$ cat src/verilog/sacb_map.vh
// Purpose: register offsets, field positions, reset values for the uart core
// Assumes: apb with 32-bit data, one register per aligned word
// Notes: all offsets are byte addresses
`ifndef SACB_MAP_VH
`define SACB_MAP_VH
`define SACB_OFF_BDH 12'h000
`define SACB_OFF_BDL 12'h004
`define SACB_OFF_OPT 12'h008
`define SACB_OFF_CTL 12'h00c
`define SACB_OFF_STAT 12'h010
`define SACB_OFF_DATA 12'h014
`define SACB_OFF_EXT 12'h018
`define SACB_BDL_RST 8'h04
`define SACB_OPT_LOOP 7
`define SACB_OPT_SWAI 6
`define SACB_OPT_RECEIVER_SOURCE 5
`define SACB_OPT_NINE 4
`define SACB_OPT_WAKE 3
`define SACB_OPT_ILT 2
`define SACB_OPT_PE 1
`define SACB_OPT_PT 0
`define SACB_CTL_TXON 3
`define SACB_CTL_RXON 2
`define SACB_CTL_SLEEP 1
`define SACB_CTL_BRK 0
`define SACB_EXT_R9 7
`define SACB_EXT_T9 6
`define SACB_EXT_DIR 5
`define SACB_EXT_INV 4
`define SACB_EXT_BRK13 3
`define SACB_OVS 5'd16
`define SACB_IDLE_BITS 4'd10
`endif

$ cat src/verilog/sacb_core.v
// Purpose: asynchronous serial core with baud divisor and option control
// Assumes: single 50 MHz clock, apb slave, line input is asynchronous
// Notes: status flags clear by write of one; set wins over clear
`timescale 1ns/1ps
`include "sacb_map.vh"

// Contract
// bit rate is clock over sixteen times divisor for divisor 1..8191
// divisor zero stops the baud generator, no ticks at all
// high half is buffered; both halves load when low half is written
// low half resets nonzero; generator off until tx or rx first enabled
// high register holds divisor 12:8 in 4:0, low holds 7:0
// loop select routes transmitter into receiver, receive pin unused
// receiver source picks internal loop or single-wire on transmit pin
// stop-in-wait set freezes the block while the cpu waits
// frame is start, eight data lsb first, optional ninth, then stop
// wake method selects idle-line or address-mark wakeup
// idle needs ten or eleven high bit times, counted after start or stop; the code counts only after the stop bit for either ilt setting
// parity enable generates and checks parity in the top data bit
// parity type selects even or odd count of ones including parity
// all transmit and receive activity halts in stop mode
// break character optionally lengthened to thirteen bit times
// host writes data only after tx empty, reads only after rx full
// ninth bits carried only in nine-bit mode
// transmitted serial data inverted when polarity invert set
// overrun, parity, framing and noise errors each get their own flag
// single-wire direction decides whether transmit pin drives or listens
// receiver samples at sixteen times baud, resyncs on start edge
module sacb_core (
  input wire I_CLK, // 50 MHz clock
  input wire I_RESET, // synchronous active high reset
  input wire I_PSEL, // apb select
  input wire I_PENABLE, // apb enable
  input wire I_PWRITE, // apb direction
  input wire [11:0] I_PADDR, // apb byte address
  input wire [31:0] I_PWDATA, // apb write data
  input wire I_WAIT, // cpu in wait mode
  input wire I_STOP, // system in stop mode
  input wire I_RXD, // receive pin
  input wire I_TXD_IN, // transmit pin level in
  output reg [31:0] O_PRDATA, // apb read data
  output reg O_PREADY, // apb ready
  output reg O_PSLVERR, // apb error
  output reg O_TXD, // transmit pin drive value
  output reg O_TXD_OE // transmit pin output enable
);

////////////////////////////////////////////////////////////////////////////
reg [4:0] bdh_buf;
reg [4:0] div_hi;
reg [7:0] div_lo;
reg [7:0] opt;
reg [3:0] ctl;
reg t9;
reg dir;
reg inv;
reg brk13;
reg gen_on;
reg [7:0] tx_buf;
reg tx_buf9;
reg tx_empty;
reg [7:0] rx_buf;
reg rx_buf9;
reg rx_full;
reg f_or;
reg f_pf;
reg f_fe;
reg f_nf;
reg f_idle;
reg f_tc;
reg [12:0] bcnt;
reg tick;
reg rx_s1;
reg rx_s2;
reg tl_s1;
reg tl_s2;

wire [12:0] div = {div_hi, div_lo};
wire frozen = I_STOP | (I_WAIT & opt[`SACB_OPT_SWAI]);
wire nine = opt[`SACB_OPT_NINE];
wire acc = I_PSEL & I_PENABLE & ~O_PREADY;
wire wr = acc & I_PWRITE;
wire known = (I_PADDR <= `SACB_OFF_EXT) && (I_PADDR[1:0] == 2'b00);

function par_of;
  input [8:0] d;
  input ninem;
  input odd;
  begin
    par_of = (ninem ? ^d[7:0] : ^d[6:0]) ^ odd;
  end
endfunction

////////////////////////////////////////////////////////////////////////////
// baud generator: one tick per 1/16 bit
always @(posedge I_CLK) begin
  if (I_RESET) begin
    bcnt <= 13'h0001;
    tick <= 1'b0;
  end else begin
    tick <= 1'b0;
    if (!gen_on || div == 13'h0000 || frozen) begin
      bcnt <= 13'h0001;
    end else if (bcnt >= div) begin
      bcnt <= 13'h0001;
      tick <= 1'b1;
    end else begin
      bcnt <= bcnt + 13'h0001;
    end
  end
end

always @(posedge I_CLK) begin
  if (I_RESET) begin
    rx_s1 <= 1'b1;
    rx_s2 <= 1'b1;
    tl_s1 <= 1'b1;
    tl_s2 <= 1'b1;
  end else begin
    rx_s1 <= I_RXD;
    rx_s2 <= rx_s1;
    tl_s1 <= I_TXD_IN;
    tl_s2 <= tl_s1;
  end
end

////////////////////////////////////////////////////////////////////////////
// transmitter
reg [3:0] tx_st;
reg [3:0] tx_sub;
reg [3:0] tx_bit;
reg [9:0] tx_sh;
reg tx_line;
reg tx_busy;
localparam TX_IDLE = 4'd0;
localparam TX_DATA = 4'd1;
localparam TX_BRK = 4'd2;
wire [3:0] tx_len = nine ? 4'd11 : 4'd10;
wire [3:0] brk_len = brk13 ? 4'd13 : tx_len;
wire tx_take = tx_st == TX_IDLE && ctl[`SACB_CTL_TXON] && tick;
reg [8:0] tx_fr;
always @* begin
  tx_fr = {tx_buf9 & nine, tx_buf};
  if (opt[`SACB_OPT_PE]) begin
    if (nine)
      tx_fr[8] = par_of(tx_fr, 1'b1, opt[`SACB_OPT_PT]);
    else
      tx_fr[7] = par_of(tx_fr, 1'b0, opt[`SACB_OPT_PT]);
  end
end

////////////////////////////////////////////////////////////////////////////
// receiver
reg [3:0] rx_st;
reg [3:0] rx_sub;
reg [3:0] rx_bit;
reg [8:0] rx_sh;
reg [2:0] smp;
reg rx_prev;
reg rx_noise;
reg [7:0] idle_cnt;
reg idle_arm;
localparam RX_IDLE = 4'd0;
localparam RX_START = 4'd1;
localparam RX_DATA = 4'd2;
wire single = opt[`SACB_OPT_LOOP] & opt[`SACB_OPT_RECEIVER_SOURCE];
wire tx_pin = tx_line ^ inv;
reg rx_in;
always @* begin
  if (!opt[`SACB_OPT_LOOP])
    rx_in = rx_s2;
  else if (!opt[`SACB_OPT_RECEIVER_SOURCE])
    rx_in = tx_pin;
  else
    rx_in = dir ? tx_pin : tl_s2;
end
wire [3:0] rx_len = nine ? 4'd9 : 4'd8;
wire maj = (smp[0] & smp[1]) | (smp[1] & smp[2]) | (smp[0] & smp[2]);
wire noisy = ~((smp == 3'b000) | (smp == 3'b111));
wire rx_go = ctl[`SACB_CTL_RXON] & ~frozen;
wire [8:0] rx_word = nine ? rx_sh : {1'b0, rx_sh[8:1]};
wire rx_par_bad = opt[`SACB_OPT_PE] &
  (par_of(rx_word, nine, opt[`SACB_OPT_PT]) != (nine ? rx_word[8] :
  rx_word[7]));
wire addr_mark = nine ? rx_word[8] : rx_word[7];
wire [7:0] idle_need = {`SACB_IDLE_BITS + (nine ? 4'd1 : 4'd0), 4'h0};

always @(posedge I_CLK) begin
  if (I_RESET) begin
    rx_st <= RX_IDLE;
    rx_sub <= 4'h0;
    rx_bit <= 4'h0;
    rx_sh <= 9'h000;
    smp <= 3'b111;
    rx_prev <= 1'b1;
    rx_noise <= 1'b0;
    idle_cnt <= 8'h00;
    idle_arm <= 1'b0;
  end else if (!rx_go) begin
    rx_st <= RX_IDLE;
    idle_cnt <= 8'h00;
  end else if (tick) begin
    rx_prev <= rx_in;
    if (!rx_in || rx_st != RX_IDLE) begin
      idle_cnt <= 8'h00;
    end else if (idle_cnt != 8'hff) begin
      idle_cnt <= idle_cnt + 8'h01;
    end
    case (rx_st)
      RX_IDLE: begin
        if (rx_prev && !rx_in) begin
          rx_st <= RX_START;
          rx_sub <= 4'h1;
          rx_noise <= 1'b0;
        end
      end
      RX_START: begin
        rx_sub <= rx_sub + 4'h1;
        if (rx_sub >= 4'd7 && rx_sub <= 4'd9)
          smp <= {smp[1:0], rx_in};
        if (rx_sub == 4'd15) begin
          rx_sub <= 4'h0;
          rx_bit <= 4'h0;
          if (maj) begin
            rx_st <= RX_IDLE;
          end else begin
            rx_st <= RX_DATA;
            rx_noise <= noisy;
            // ilt clear: arms idle detect here, but the count is held at zero until the stop bit ends
            idle_arm <= ~opt[`SACB_OPT_ILT];
          end
        end
      end
      RX_DATA: begin
        rx_sub <= rx_sub + 4'h1;
        if (rx_sub >= 4'd7 && rx_sub <= 4'd9)
          smp <= {smp[1:0], rx_in};
        if (rx_sub == 4'd10) begin
          rx_noise <= rx_noise | noisy;
          if (rx_bit != rx_len)
            rx_sh <= {maj, rx_sh[8:1]};
        end
        if (rx_sub == 4'd15) begin
          rx_sub <= 4'h0;
          rx_bit <= rx_bit + 4'h1;
          if (rx_bit == rx_len) begin
            rx_st <= RX_IDLE;
            idle_arm <= 1'b1;
          end
        end
      end
      default: rx_st <= RX_IDLE;
    endcase
  end
end
// frame end pulse, stop bit majority ready at sub 11
wire rx_done = rx_go & tick & rx_st == RX_DATA & rx_bit == rx_len &
  rx_sub == 4'd11;
// wakeup: sleeping receiver suppresses flags until woken
wire wake_idle = ~opt[`SACB_OPT_WAKE] & idle_arm &
  (idle_cnt == idle_need);
wire wake_addr = opt[`SACB_OPT_WAKE] & rx_done & addr_mark;
wire idle_hit = rx_go & tick & idle_arm & (idle_cnt == idle_need);

////////////////////////////////////////////////////////////////////////////
// transmitter state machine
always @(posedge I_CLK) begin
  if (I_RESET) begin
    tx_st <= TX_IDLE;
    tx_sub <= 4'h0;
    tx_bit <= 4'h0;
    tx_sh <= 10'h3ff;
    tx_line <= 1'b1;
    tx_busy <= 1'b0;
  end else if (frozen) begin
    tx_st <= tx_st;
  end else begin
    case (tx_st)
      TX_IDLE: begin
        tx_line <= 1'b1;
        tx_busy <= 1'b0;
        if (tx_take && ctl[`SACB_CTL_BRK]) begin
          tx_st <= TX_BRK;
          tx_sub <= 4'h0;
          tx_bit <= 4'h0;
          tx_line <= 1'b0;
          tx_busy <= 1'b1;
        end else if (tx_take && !tx_empty) begin
          tx_st <= TX_DATA;
          tx_sub <= 4'h0;
          tx_bit <= 4'h0;
          tx_sh <= nine ? {tx_fr, 1'b0} : {1'b1, tx_fr[7:0], 1'b0};
          tx_line <= 1'b0;
          tx_busy <= 1'b1;
        end
      end
      TX_DATA: begin
        if (tick) begin
          tx_sub <= tx_sub + 4'h1;
          if (tx_sub == 4'd15) begin
            tx_bit <= tx_bit + 4'h1;
            tx_sh <= {1'b1, tx_sh[9:1]};
            tx_line <= tx_sh[1];
            if (tx_bit == 4'd9 && !nine)
              tx_line <= 1'b1;
            if (tx_bit == tx_len - 4'd1) begin
              tx_st <= TX_IDLE;
              tx_line <= 1'b1;
            end
          end
        end
      end
      TX_BRK: begin
        if (tick) begin
          tx_sub <= tx_sub + 4'h1;
          if (tx_sub == 4'd15) begin
            tx_bit <= tx_bit + 4'h1;
            if (tx_bit == brk_len - 4'd1) begin
              tx_st <= TX_IDLE;
              tx_line <= 1'b1;
            end
          end
        end
      end
      default: tx_st <= TX_IDLE;
    endcase
  end
end
wire tx_load = !frozen && tx_take && !ctl[`SACB_CTL_BRK] && !tx_empty;
wire tx_fin = !frozen && tick && tx_st != TX_IDLE && tx_sub == 4'd15 &&
  tx_bit == ((tx_st == TX_BRK) ? brk_len : tx_len) - 4'd1;

////////////////////////////////////////////////////////////////////////////
// register file
wire clr = wr && I_PADDR == `SACB_OFF_STAT;
wire rd_data = acc && !I_PWRITE && I_PADDR == `SACB_OFF_DATA;
always @(posedge I_CLK) begin
  if (I_RESET) begin
    bdh_buf <= 5'h00;
    div_hi <= 5'h00;
    div_lo <= `SACB_BDL_RST;
    opt <= 8'h00;
    ctl <= 4'h0;
    t9 <= 1'b0;
    dir <= 1'b0;
    inv <= 1'b0;
    brk13 <= 1'b0;
    gen_on <= 1'b0;
    tx_buf <= 8'h00;
    tx_buf9 <= 1'b0;
    tx_empty <= 1'b1;
    rx_buf <= 8'h00;
    rx_buf9 <= 1'b0;
    rx_full <= 1'b0;
    {f_or, f_pf, f_fe, f_nf, f_idle, f_tc} <= 6'h00;
  end else begin
    if (wr && I_PADDR == `SACB_OFF_BDH)
      bdh_buf <= I_PWDATA[4:0];
    if (wr && I_PADDR == `SACB_OFF_BDL) begin
      div_hi <= bdh_buf;
      div_lo <= I_PWDATA[7:0];
    end
    if (wr && I_PADDR == `SACB_OFF_OPT)
      opt <= I_PWDATA[7:0];
    if (wr && I_PADDR == `SACB_OFF_CTL) begin
      ctl <= I_PWDATA[3:0];
      if (I_PWDATA[`SACB_CTL_TXON] | I_PWDATA[`SACB_CTL_RXON])
        gen_on <= 1'b1;
    end
    if (wr && I_PADDR == `SACB_OFF_EXT) begin
      t9 <= I_PWDATA[`SACB_EXT_T9];
      dir <= I_PWDATA[`SACB_EXT_DIR];
      inv <= I_PWDATA[`SACB_EXT_INV];
      brk13 <= I_PWDATA[`SACB_EXT_BRK13];
    end
    // host is expected to write only while empty; later writes overwrite
    if (wr && I_PADDR == `SACB_OFF_DATA) begin
      tx_buf <= I_PWDATA[7:0];
      tx_buf9 <= t9;
      tx_empty <= 1'b0;
    end else if (tx_load) begin
      tx_empty <= 1'b1;
    end
    if (rd_data)
      rx_full <= 1'b0;
    if (ctl[`SACB_CTL_SLEEP] && (wake_idle || wake_addr))
      ctl[`SACB_CTL_SLEEP] <= 1'b0;
    // clears first so that a same-cycle hardware set wins
    if (clr) begin
      f_or <= f_or & ~I_PWDATA[3];
      f_nf <= f_nf & ~I_PWDATA[2];
      f_fe <= f_fe & ~I_PWDATA[1];
      f_pf <= f_pf & ~I_PWDATA[0];
      f_idle <= f_idle & ~I_PWDATA[4];
      f_tc <= f_tc & ~I_PWDATA[6];
    end
    if (tx_fin)
      f_tc <= 1'b1;
    if (idle_hit && !ctl[`SACB_CTL_SLEEP])
      f_idle <= 1'b1;
    if (rx_done && (!ctl[`SACB_CTL_SLEEP] || wake_addr)) begin
      if (rx_full && !rd_data) begin
        f_or <= 1'b1;
      end else begin
        rx_buf <= rx_word[7:0];
        rx_buf9 <= nine & rx_word[8];
        rx_full <= 1'b1;
        if (!maj) f_fe <= 1'b1;
        if (rx_par_bad) f_pf <= 1'b1;
        if (rx_noise || noisy) f_nf <= 1'b1;
      end
    end
  end
end

////////////////////////////////////////////////////////////////////////////
// apb answer and pins
always @(posedge I_CLK) begin
  if (I_RESET) begin
    O_PRDATA <= 32'h00000000;
    O_PREADY <= 1'b0;
    O_PSLVERR <= 1'b0;
    O_TXD <= 1'b1;
    O_TXD_OE <= 1'b0;
  end else begin
    O_PREADY <= acc;
    O_PSLVERR <= acc & ~known;
    O_PRDATA <= 32'h00000000;
    if (acc && !I_PWRITE) begin
      case (I_PADDR)
        `SACB_OFF_BDH: O_PRDATA <= {27'h0, div_hi};
        `SACB_OFF_BDL: O_PRDATA <= {24'h0, div_lo};
        `SACB_OFF_OPT: O_PRDATA <= {24'h0, opt};
        `SACB_OFF_CTL: O_PRDATA <= {28'h0, ctl};
        `SACB_OFF_STAT: O_PRDATA <= {24'h0, tx_empty, f_tc, rx_full,
          f_idle, f_or, f_nf, f_fe, f_pf};
        `SACB_OFF_DATA: O_PRDATA <= {24'h0, rx_buf};
        `SACB_OFF_EXT: O_PRDATA <= {24'h0, rx_buf9, t9, dir, inv, brk13,
          3'h0};
        default: O_PRDATA <= 32'h00000000;
      endcase
    end
    O_TXD <= tx_pin;
    O_TXD_OE <= (ctl[`SACB_CTL_TXON] | tx_busy) & ~I_STOP &
      (~single | dir);
  end
end

endmodule

$ cat config.mk
export PLATFORM = sky130hd
export DESIGN_NAME = sacb_core
export DESIGN_NICKNAME = d
export VERILOG_FILES = /design/src/verilog/sacb_core.v
export VERILOG_INCLUDE_DIRS = /design/src /design/src/verilog
export SDC_FILE = /design/constraint.sdc
export NUM_CORES = 1
export LEC_CHECK = 0
export ABC_AREA = 1
export BUFFER_PORTS_ARGS = -buffer_cell sky130_fd_sc_hd__buf_2
export CAP_MARGIN = 20
export CORE_MARGIN = 2
export CORE_UTILIZATION = 55
export CTS_CLUSTER_DIAMETER = 30
export DETAILED_ROUTE_END_ITERATION = 10
export HOLD_SLACK_MARGIN = 0.06
export PLACE_DENSITY = 0.76
export SKIP_CTS_REPAIR_TIMING = 1
export SYNTH_ARGS = -nofsm -noshare
export SYNTH_HDL_FRONTEND = slang
export SYNTH_SLANG_ARGS = --single-unit
$ cat constraint.sdc
create_clock -name I_CLK -period 3.07 [get_ports I_CLK]
set_clock_uncertainty 0.05 [all_clocks]
set_input_delay 0.614 -clock I_CLK [delete_from_list [all_inputs] [get_ports I_CLK]]
set_output_delay 0.614 -clock I_CLK [all_outputs]
set_load 0.01 [all_outputs]
**Word level (Yosys, flattened, before mapping)**

Index checks and enable logic that the tools add are counted.
W data, S select, Z words.

- Bits in registers: 174
- Input bits: 53
- Output and inout port bits: 36
- Word-level logic and storage cells: 350

- Add/subtract/negate cells: 10
- Order comparisons: 4
- Equality and inequality tests: 41
- Muxes and demuxes: 97
- Bitwise gates (word level): 60
- Reductions and logical operators: 89

Operators with widths:

| operator | number |
|---|---|
| $mux W4 | 20 |
| $pmux W8 S7 | 1 |
| $mux W1 | 54 |
| $mux W10 | 5 |
| $eq A12 B5 Y1 const B | 3 |
| $pmux W4 S2 | 4 |
| $and A1 B1 Y1 | 31 |
| $logic_and A1 B1 Y1 | 28 |
| $ne A2 B2 Y1 const B | 13 |
| $eq A12 B4 Y1 const B | 2 |
| $pmux W4 S3 | 2 |
| $reduce_and A7 Y1 | 3 |
| $eq A4 B4 Y1 const B | 5 |
| $pmux W10 S2 | 1 |
| $reduce_and A5 Y1 | 4 |
| $not A1 Y1 | 17 |
| $add A4 B1 Y4 const B | 4 |
| $eq A4 B4 Y1 | 4 |
| $mux W8 | 2 |
| $reduce_bool A2 Y1 | 8 |
| $reduce_xor A8 Y1 | 2 |
| $reduce_xor A7 Y1 | 2 |
| $add A13 B1 Y13 const B | 1 |
| $ge A13 B13 Y1 | 1 |
| 38 further kinds | 84 |

**Logic depth before layout (Yosys ltp)**

Gate-level depths: netlist (run 1).

- Word-level depth: 13
- Gate-level depth with buffers: 13
- Depth with buffers taken out: 12

**Worst setup path before layout (run 1)**

No wires, ideal clock.

- Kind: in2reg
- Start: input I_PADDR[7]
- End: register div_lo[5]
- Library setup time: 0.119 ns
- Arrival: 1.682 ns
- Required time: 2.901 ns
- Setup slack: 1.218 ns
- Cell stages on the path: 9
- Path buffers: 1
- Cell sequence: nor2_2 > nand2_1 > nor2_4 > nand2_2 > nor2_4 > nand2_2 > buf_2 > o21ai_0 > a21oi_1

- Word-level cells in the longest chain between the ends: 2

Ends and longest elaborated chain:

| item | RTL line | RTL |
|---|---|---|
| start, declared | sacb_core.v:35 | `input wire [11:0] I_PADDR,` |
| $eq A12 B3 Y1 | -- |  |
| $logic_and A1 B1 Y1 (no source line) | -- |  |
| end signal, assigned | sacb_core.v:341 | `` div_lo <= `SACB_BDL_RST; `` |
| end signal, assigned | sacb_core.v:361 | `div_lo <= I_PWDATA[7:0];` |
| end, declared | sacb_core.v:51 | `reg [7:0] div_lo;` |

No other way between the ends.
A chain may end at the register's enable or synchronous reset.

**Final worst setup path (run 1)**

- Start: register tx_st[1]
- End: register tx_sh[9]

- Word-level cells in the longest chain between the ends: 6
- Elaborated cells on any way between the ends: 13
- Those cells by class: 5 x eq/ne; 1 x mux; 7 x reduce/logical

Ends and longest elaborated chain:

| item | RTL line | RTL |
|---|---|---|
| start, declared | sacb_core.v:129 | `reg [3:0] tx_st;` |
| start signal, assigned | sacb_core.v:276 | `tx_st <= tx_st;` |
| $logic_not A4 Y1 | sacb_core.v:140, sacb_core.v:278 |  |
| $logic_and A1 B1 Y1 (2 in a row) | sacb_core.v:140 | `` wire tx_take = tx_st == TX_IDLE && ctl[`SACB_CTL_TXON] && tick; `` |
| $logic_and A1 B1 Y1 (on tied branches) | sacb_core.v:288, sacb_core.v:282 |  |
| $ne A2 B1 Y1 (no source line) or $ne A2 B2 Y1 (tied branches) | -- |  |
| $reduce_and A6 Y1 (no source line) | -- |  |
| end signal, assigned | sacb_core.v:292 | `tx_sh <= nine ? {tx_fr, 1'b0} : {1'b1, tx_fr[7:0], 1'b0};` |
| end signal, assigned | sacb_core.v:302 | `tx_sh <= {1'b1, tx_sh[9:1]};` |
| end, declared | sacb_core.v:132 | `reg [9:0] tx_sh;` |

Parallel ways exist; a longest one is shown, timed or not.

==> results list, run 1 <==
- CTS max path bufs: 2
* Slack of the critical path: about 0.77 ns
- The clock net in this run drives a total of 145 sinks.
- The filler cells instantiated in the layout total 1343.
- Max frequency: 0.4357 GHz
- Reg-to-reg setup timing slack: 0.77 ns
- Counting every instance in the synthesized netlist gives approximately 1200.
* Placer Congestion: 0.9640
* Layout cell share with drive strength beyond 1: around a tenth
- Final critical delay including setup and external delays: 2.295 ns
- In the final timing run, aggregate negative setup slack is 0 ns.
- 1st-iter DRT viols: 636
* RSZ-0062 raised after global routing: false
- Tightest Pin Transition: 0.6244 ns
- Setup violations remaining at the end of the flow were counted as 0.
* Top cell type by total area after synthesis: sky130_fd_sc_hd__dfxtp_1
* P&R area growth vs syn: 10.76%
- Buffers on Ports: 40
- Clock transition at the registers of the reported paths: 0.06 ns
- For this run the aggregate overflow at the end of global routing stands at 0.
* Site row count: 44
- Initial Util: 55.59%
- Number of antenna diodes: 0
- Family with the most delay on the worst path: buffers and inverters
- Number of synthesized register bits: 145
- Count of nets left with antenna violations after detail routing: 0
- Routed wire per std cell: 14.66 um
* Insertion delay to the later sink of the worst-skew pair: 0.43 ns
- Die Footprint: 15500 um2
- The worst pin sits at a relative slew slack of between 50 and 60%.
- The most used flip-flop cell after synthesis is sky130_fd_sc_hd__dfxtp_1.
- In this run, CTS created clock tree buffers numbering 17.
- Counting stages on the worst path, the most repeated cell is sky130_fd_sc_hd__nand2_1.
- Leakage: roughly 3.7 nW
- First-pass GRT wire length: 33520 um
* First-pass iteration count of the detailed router: 5
- In the final design database the tool counted 1277 nets.
- DIE HEIGHT: between 100 and 150 um
* GRT Overall Usage: between 20% and 30%
* CP max FO: 18
- The flow ran to the end, and the final reports show no timing, DRC or antenna violations.
- Total count of max-transition violations in the final report: 0
- Class of the most critical setup path: reg -> reg
- IR analysis of the VDD net gives a maximum drop of approximately 400 uV.
* Required time reported for the critical path endpoint: 3.34 ns
* IO Count: 89
* Deepest level of the CTS H-tree: 4
* Number of global-route vias before repair: 6992
- Netlist Area Pre-Place: 7988 um2
* CP cell instances: inv_1 -> ha_1 -> clkinv_1 -> a21oi_1 -> nand2_1 -> nor2_4 -> inv_2 -> nor2_1 -> nand2_1 -> nand2_1 -> nand2_1
- Combined buffer and inverter count along the critical path: 3
- Number of antenna violations at the first check in global routing: 0
- Routed vias/inst: 5.440
- WL final: a little over 20000 um
- Power spread over the standard cell area amounts to approximately 470 nW/um2.
- Count of flip-flops with a built-in enable after synthesis: 0
* Horizontal die dimension: 124.5 um
- Detailed routing inserted a total of ~7500 vias.
- Mean area per synthesized cell: roughly 6.9 um2
- Number of max-capacitance violations reported: 0
- STA classifies the critical path startpoint as a register.
- Highest cell delay on the worst timing path: about 0.42 ns
- The floorplan step defined a core boundary enclosing roughly 14000 um2.
* DP Worst Slack: 0.6307 ns
- In the finished design, the share of the clock period the worst path needs comes to around three quarters.
* Post-DP HPWL: 14640 um
- Largest net degree at the start of global routing: 31
- For this run, the register share of the synthesized area comes to 36.34%.
- Tightest Hold Check Type: in -> reg
- The share of synthesized area in the top cell type comes to 36.34%.
* Ys async rst share: 0%
* Capturing element type of the critical path: register
- Arrival time worst endpoint: around 2.6 ns
- Cell type of the slowest stage on the worst timing path: sky130_fd_sc_hd__clkinv_1
* Total number of yosys warnings: 0
- Yosys instantiated no cell more often than sky130_fd_sc_hd__nand2_1.
- Most area-consuming cells after synthesis: sky130_fd_sc_hd__dfxtp_1 36%, sky130_fd_sc_hd__nand2_1 12%, sky130_fd_sc_hd__a21oi_1 6.5%
* Top post-synthesis cells by count: 256 x sky130_fd_sc_hd__nand2_1, 145 x sky130_fd_sc_hd__dfxtp_1, 131 x sky130_fd_sc_hd__inv_1
- Number of distinct library cell variants in the gate-level netlist after synthesis: 48
* Hold Violations, Final: 0
- Clk root buf: sky130_fd_sc_hd__clkbuf_16
- Across all hold checks on the routed design, the worst slack comes to 0.3153 ns.
- After detailed routing, the number of remaining DRC violations is 0.
- Clock tree from TritonCTS: yes
## per-stage QoR
| step | util [%] | area (um2) | power, mW | instances |
|---|---|---|---|---|
| 6_report | 61.57 | 8847 | 4.189 | 1387 |
| 5_1_grt | 61.57 | 8847 | 4.301 | 1387 |
| 4_1_cts | 61.57 | 8847 | 4.209 | 1387 |
| 3_5_place_dp | 57.27 | 8229 | 2.061 | 1355 |
| 3_3_place_gp | 57.27 | 8229 | 2.060 | 1355 |
| 2_1_floorplan | - | 8074 | 2.026 | 1178 |
## where the power goes
group	switching (mW)	internal, mW	total, mW
Clock	0.856	1.31	2.16
Sequential	0.00189	1.89	1.89
Combinational	0.103	0.0330	0.136
## cell type report
type	count	area (um2)	area share, %
repair buffers	46	245.2	2.772
flip-flops and latches	145	2903	32.81
clock inverters	14	178.9	2.022
inverters	137	514.2	5.812
well taps	184	230.2	2.602
clock buffers	18	439.2	4.964
multi-input cells	843	4337	49.02
## layout by cell type (no fill, tap or decap), types with 3 or more instances in the layout
| cell type | instances |
|---|---|
| sky130_fd_sc_hd__xnor2_1 | 10 |
| sky130_fd_sc_hd__bufinv_16 | 3 |
| sky130_fd_sc_hd__buf_2 | 40 |
| sky130_fd_sc_hd__clkbuf_16 | 17 |
| sky130_fd_sc_hd__conb_1 | 24 |
| sky130_fd_sc_hd__clkinvlp_4 | 6 |
| sky130_fd_sc_hd__nand2_2 | 6 |
| sky130_fd_sc_hd__xor2_1 | 19 |
| sky130_fd_sc_hd__nor2_1 | 109 |
| sky130_fd_sc_hd__a211oi_1 | 3 |
| sky130_fd_sc_hd__nor2_2 | 4 |
| sky130_fd_sc_hd__o211ai_1 | 13 |
| sky130_fd_sc_hd__dfxtp_1 | 145 |
| sky130_fd_sc_hd__inv_2 | 3 |
| sky130_fd_sc_hd__o22ai_1 | 6 |
| sky130_fd_sc_hd__nor4_1 | 3 |
| sky130_fd_sc_hd__nor3_1 | 34 |
| sky130_fd_sc_hd__and2_1 | 3 |
| sky130_fd_sc_hd__o21ai_0 | 87 |
| sky130_fd_sc_hd__nand2_1 | 256 |
| sky130_fd_sc_hd__ha_1 | 34 |
| sky130_fd_sc_hd__nor2_4 | 6 |
| sky130_fd_sc_hd__or2_2 | 7 |
| sky130_fd_sc_hd__o21ai_1 | 3 |
| sky130_fd_sc_hd__nand3b_1 | 4 |
| sky130_fd_sc_hd__clkinv_1 | 3 |
| sky130_fd_sc_hd__buf_4 | 6 |
| sky130_fd_sc_hd__nand4_1 | 17 |
| sky130_fd_sc_hd__inv_1 | 131 |
| sky130_fd_sc_hd__inv_6 | 4 |
| sky130_fd_sc_hd__nand3_1 | 71 |
| sky130_fd_sc_hd__a21oi_1 | 104 |
## worst reg2reg max path: stages (launching register included)
cell and delay, ns:
sky130_fd_sc_hd__dfxtp_1 0.34, sky130_fd_sc_hd__inv_1 0.09, sky130_fd_sc_hd__ha_1 0.25, sky130_fd_sc_hd__clkinv_1 0.42, sky130_fd_sc_hd__a21oi_1 0.25, sky130_fd_sc_hd__nand2_1 0.10, sky130_fd_sc_hd__nor2_4 0.24, sky130_fd_sc_hd__inv_2 0.16
sky130_fd_sc_hd__nor2_1 0.12, sky130_fd_sc_hd__nand2_1 0.06, sky130_fd_sc_hd__nand2_1 0.05, sky130_fd_sc_hd__nand2_1 0.04
## flip-flops by register name (all words and copies together) (netlist names), 5 cells and up
| register | count |
|---|---|
| O_PRDATA | 8 |
| bcnt | 13 |
| bdh_buf | 5 |
| div_hi | 5 |
| div_lo | 8 |
| idle_cnt | 8 |
| opt | 8 |
| rx_buf | 8 |
| rx_sh | 9 |
| tx_buf | 8 |
| tx_sh | 9 |
## cell families after synthesis
family | Yosys count | synth area share [%]
xor+xnor | 29 | 3.180
buf+inv | 190 | 10.45
compound gates | 225 | 15.07
fa+ha+maj | 34 | 5.326
flops | 145 | 36.34
simple gates | 531 | 29.59
other cells | 1 | 0.04695
## layer usage
| metal | global-route usage (%) | up-vias | wire length [um] |
|---|---|---|---|
| met2 | 42.91 | 268 | 9356 |
| met1 | 34.49 | 3425 | 9047 |
| met4 | 12.10 | 0 | 656 |
| met3 | 4.897 | 54 | 1273 |
| li1 | - | 3798 | - |
| met5 | 0 | - | 0 |
## path summary, 6_finish.rpt
kind	cells past startpoint	end	from
max	11	tx_sh[9]$_SDFFE_PP1P_	tx_st[1]$_SDFFE_PP0P_
min	2	tl_s1$_SDFF_PP1_	I_TXD_IN
max reg2reg	11	tx_sh[9]$_SDFFE_PP1P_	tx_st[1]$_SDFFE_PP0P_
min reg2reg	1	tl_s2$_SDFF_PP1_	tl_s1$_SDFF_PP1_
Power figures use the tool's default switching activity.
==> inputs of run 2 (changes only) <==
Settings changed: CORE_UTILIZATION 55 to 53.
Clock period 3.07 ns to 2.1 ns, I/O delays scaled along.
==> results list, run 2 (same netlist as run 1, synthesis figures left out) <==
* First-pass iteration count of the detailed router: 5 (unchanged)
* Site row count: 44 (unchanged)
- The core utilization of the finished layout was 62.11% (+0.53 points).
* Placer Congestion: 0.9458 (-1.9%)
* Leakage: 3.870 nW (+4.0%)
- The number of port buffers is 40 (unchanged).
* Outcome: finished, final reports clean
* Number of antenna diodes: 0 (unchanged)
- Tightest Hold Check Type: in -> reg
- The register-to-register setup slack came to 0.12 ns (-0.66 ns).
- Total of endpoints with negative setup slack in the final report: 0 (unchanged)
* Commonest non-fill, non-tap cell in the layout: sky130_fd_sc_hd__nand2_1
- The final net count came to 1307 (+2.3%).
- The die height was 126.8 um (+1.8%).
- TritonCTS built the clock tree.
* Class of the most critical setup path: reg -> reg
- The period utilization was 94.38% (+20 points).
* Total number of vias: 7535 (-0.13%)
* Number of instances on the worst hold path: 2 (unchanged)
- The count of H-tree levels built during CTS is 4 (unchanged).
- The required time at the worst-slack endpoint came to 2.41 ns (-0.93 ns).
- The count of cells along the worst register-to-register path came to 11 (unchanged).
* P&R area growth vs syn: 13.86%
- The worst path arrival time was 2.29 ns (-0.27 ns).
- The clock latency on the worst-skew pair came to 0.43 ns (about the same).
- CTS max path bufs: 2 (unchanged)
- Initial Util: 54.55% (-1.0 points)
- Power density relative to cell area: 674.6 nW/um2 (+42%)
- Most frequent cells in the layout: 256 x sky130_fd_sc_hd__nand2_1, 145 x sky130_fd_sc_hd__dfxtp_1, 130 x sky130_fd_sc_hd__inv_1, 107 x sky130_fd_sc_hd__nor2_1, 103 x sky130_fd_sc_hd__a21oi_1
- bcnt holds more flip-flops than any other register.
* Startpoint types: register
- Count of nets left with antenna violations after detail routing: 0 (unchanged)
- Count of filler cells inserted in the layout: 1398 (+4.1%)
- The first-pass GRT wire length came to 34080 um (+1.7%).
- Clock transition at the registers of the reported paths: 0.06 ns (about the same)
- Post-DP HPWL: 15240 um (+4.1%)
* Number of max-capacitance violations reported: 0 (unchanged)
- The share of layout cells above drive strength 1 is 12.17% (+2.7 points).
- The boundary pin count came to 89 (unchanged).
* Registers with the highest flip-flop counts: bcnt x13, rx_sh x9, tx_sh x9
- STA classifies the critical path endpoint as a register.
- The post-detailed-route via-to-cell ratio was 5.318 (-2.2%).
* Horizontal die dimension: 126.8 um (+1.8%)
- Worst IR Drop VDD: 559.1 uV (+41%)
* Final Total Pwr: 6.135 mW (+46%)
- The initial antenna violation count was 0 (unchanged).
- Clk root buf: sky130_fd_sc_hd__clkbuf_16
- Number of flip-flops in the largest register: 13 (unchanged)
- GRT Overall Usage: 26.51% (about the same)
- The setup TNS came to 0 ns (unchanged).
- Setup repair after global routing could not meet its margin everywhere.
* Largest net degree at the start of global routing: 41 (+32%)
- CP max FO: 5 (-13)
* CP cell instances: inv_1 -> ha_2 -> nand2_1 -> inv_1 -> nor2_2 -> inv_1 -> ha_1 -> o21ai_0 -> a211oi_1 -> o2111ai_1 -> a21oi_1
- Final critical delay including setup and external delays: 1.982 ns (-0.3135 ns)
- The initial detailed-routing violation count is 480 (-25%).
- The TritonCTS buffer count is 17 (unchanged).
* Hold Violations, Final: 0 (unchanged)
- The average wire per standard cell was 14.54 um (-0.85%).
- Slack of the critical path: 0.1181 ns (-0.6565 ns)
* Highest cell delay on the worst timing path: 0.36 ns (-0.06 ns)
- The via count of the first global-routing pass came to 6946 (-0.66%).
* Overall overflow remaining after global route: 0 (unchanged)
- Die Footprint: 16070 um2 (+3.7%)
- The post-placement worst setup slack is 0.05991 ns (-0.5708 ns).
- The overall routed net length was 20600 um (+1.3%).
* Total clock sinks: 145 (unchanged)
* DRC violation count after routing: 0 (unchanged)
- The max-slew violation count was 0 (unchanged).
- The placeable core region came to 14640 um2 (+1.9%).
- The peak clock frequency supported by timing is 0.5046 GHz (+16%).
* Cell type of the slowest stage on the worst timing path: sky130_fd_sc_hd__dfxtp_1
- Cell mode on critical path: sky130_fd_sc_hd__inv_1
==> run 2: changes by cell type in the layout (fill, tap and decap cells not counted), sizes merged <==
cell      change
clkinvlp      -3
buf          +30
clkinv        +4
inv           -1
==> run 2: area by class of cell <==
| cell class | instances | area [um2] | area share, % |
|---|---|---|---|
| multi-input cells | 843 | 4358 | 47.92 |
| flip-flops and latches | 145 | 2903 | 31.92 |
| inverters | 137 | 518.0 | 5.695 |
| repair buffers | 76 | 470.5 | 5.173 |
| clock buffers | 18 | 439.2 | 4.829 |
| well taps | 184 | 230.2 | 2.531 |
| clock inverters | 14 | 176.4 | 1.940 |
==> run 2: worst max-delay path: cells and delay by family, from the launching register on <==
kind | cells | cell delay (ns)
compound gates | 4 | 0.61
fa+ha+maj | 2 | 0.51
buf+inv | 3 | 0.21
flops | 1 | 0.36
simple gates | 2 | 0.19
==> run 2: metrics by stage <==
stage,hold WS [ns],area (um2),std cells
floorplan,0.3395,8074,1178
global placement,0.3562,8454,1385
detailed placement,0.3558,8454,1385
CTS,0.1118,9070,1417
global route,0.1245,9095,1417
finish,0.1252,9095,1417
==> run 2: final timing paths <==
kind,start,end
min reg2reg,rx_s1$_SDFF_PP1_,rx_s2$_SDFF_PP1_
max,tx_st[0]$_SDFFE_PP0P_,f_tc$_SDFFE_PP0P_
max reg2reg,tx_st[0]$_SDFFE_PP0P_,f_tc$_SDFFE_PP0P_
min,I_TXD_IN,tl_s1$_SDFF_PP1_
==> run 2: power breakdown <==
| group | leakage, nW | internal [mW] | total, mW | switching (mW) |
|---|---|---|---|---|
| Sequential | 1.17 | 2.76 | 2.76 | 0.00304 |
| Clock | 0.298 | 1.91 | 3.16 | 1.25 |
| Combinational | 2.40 | 0.0598 | 0.213 | 0.153 |
==> run 2: layer usage <==
metal	GRT usage [%]	vias to the layer above	wire, um
li1	-	3875	-
met2	43.08	222	9421
met5	0	-	0
met1	35.42	3400	9498
met4	8.209	0	439
met3	5.905	38	1239
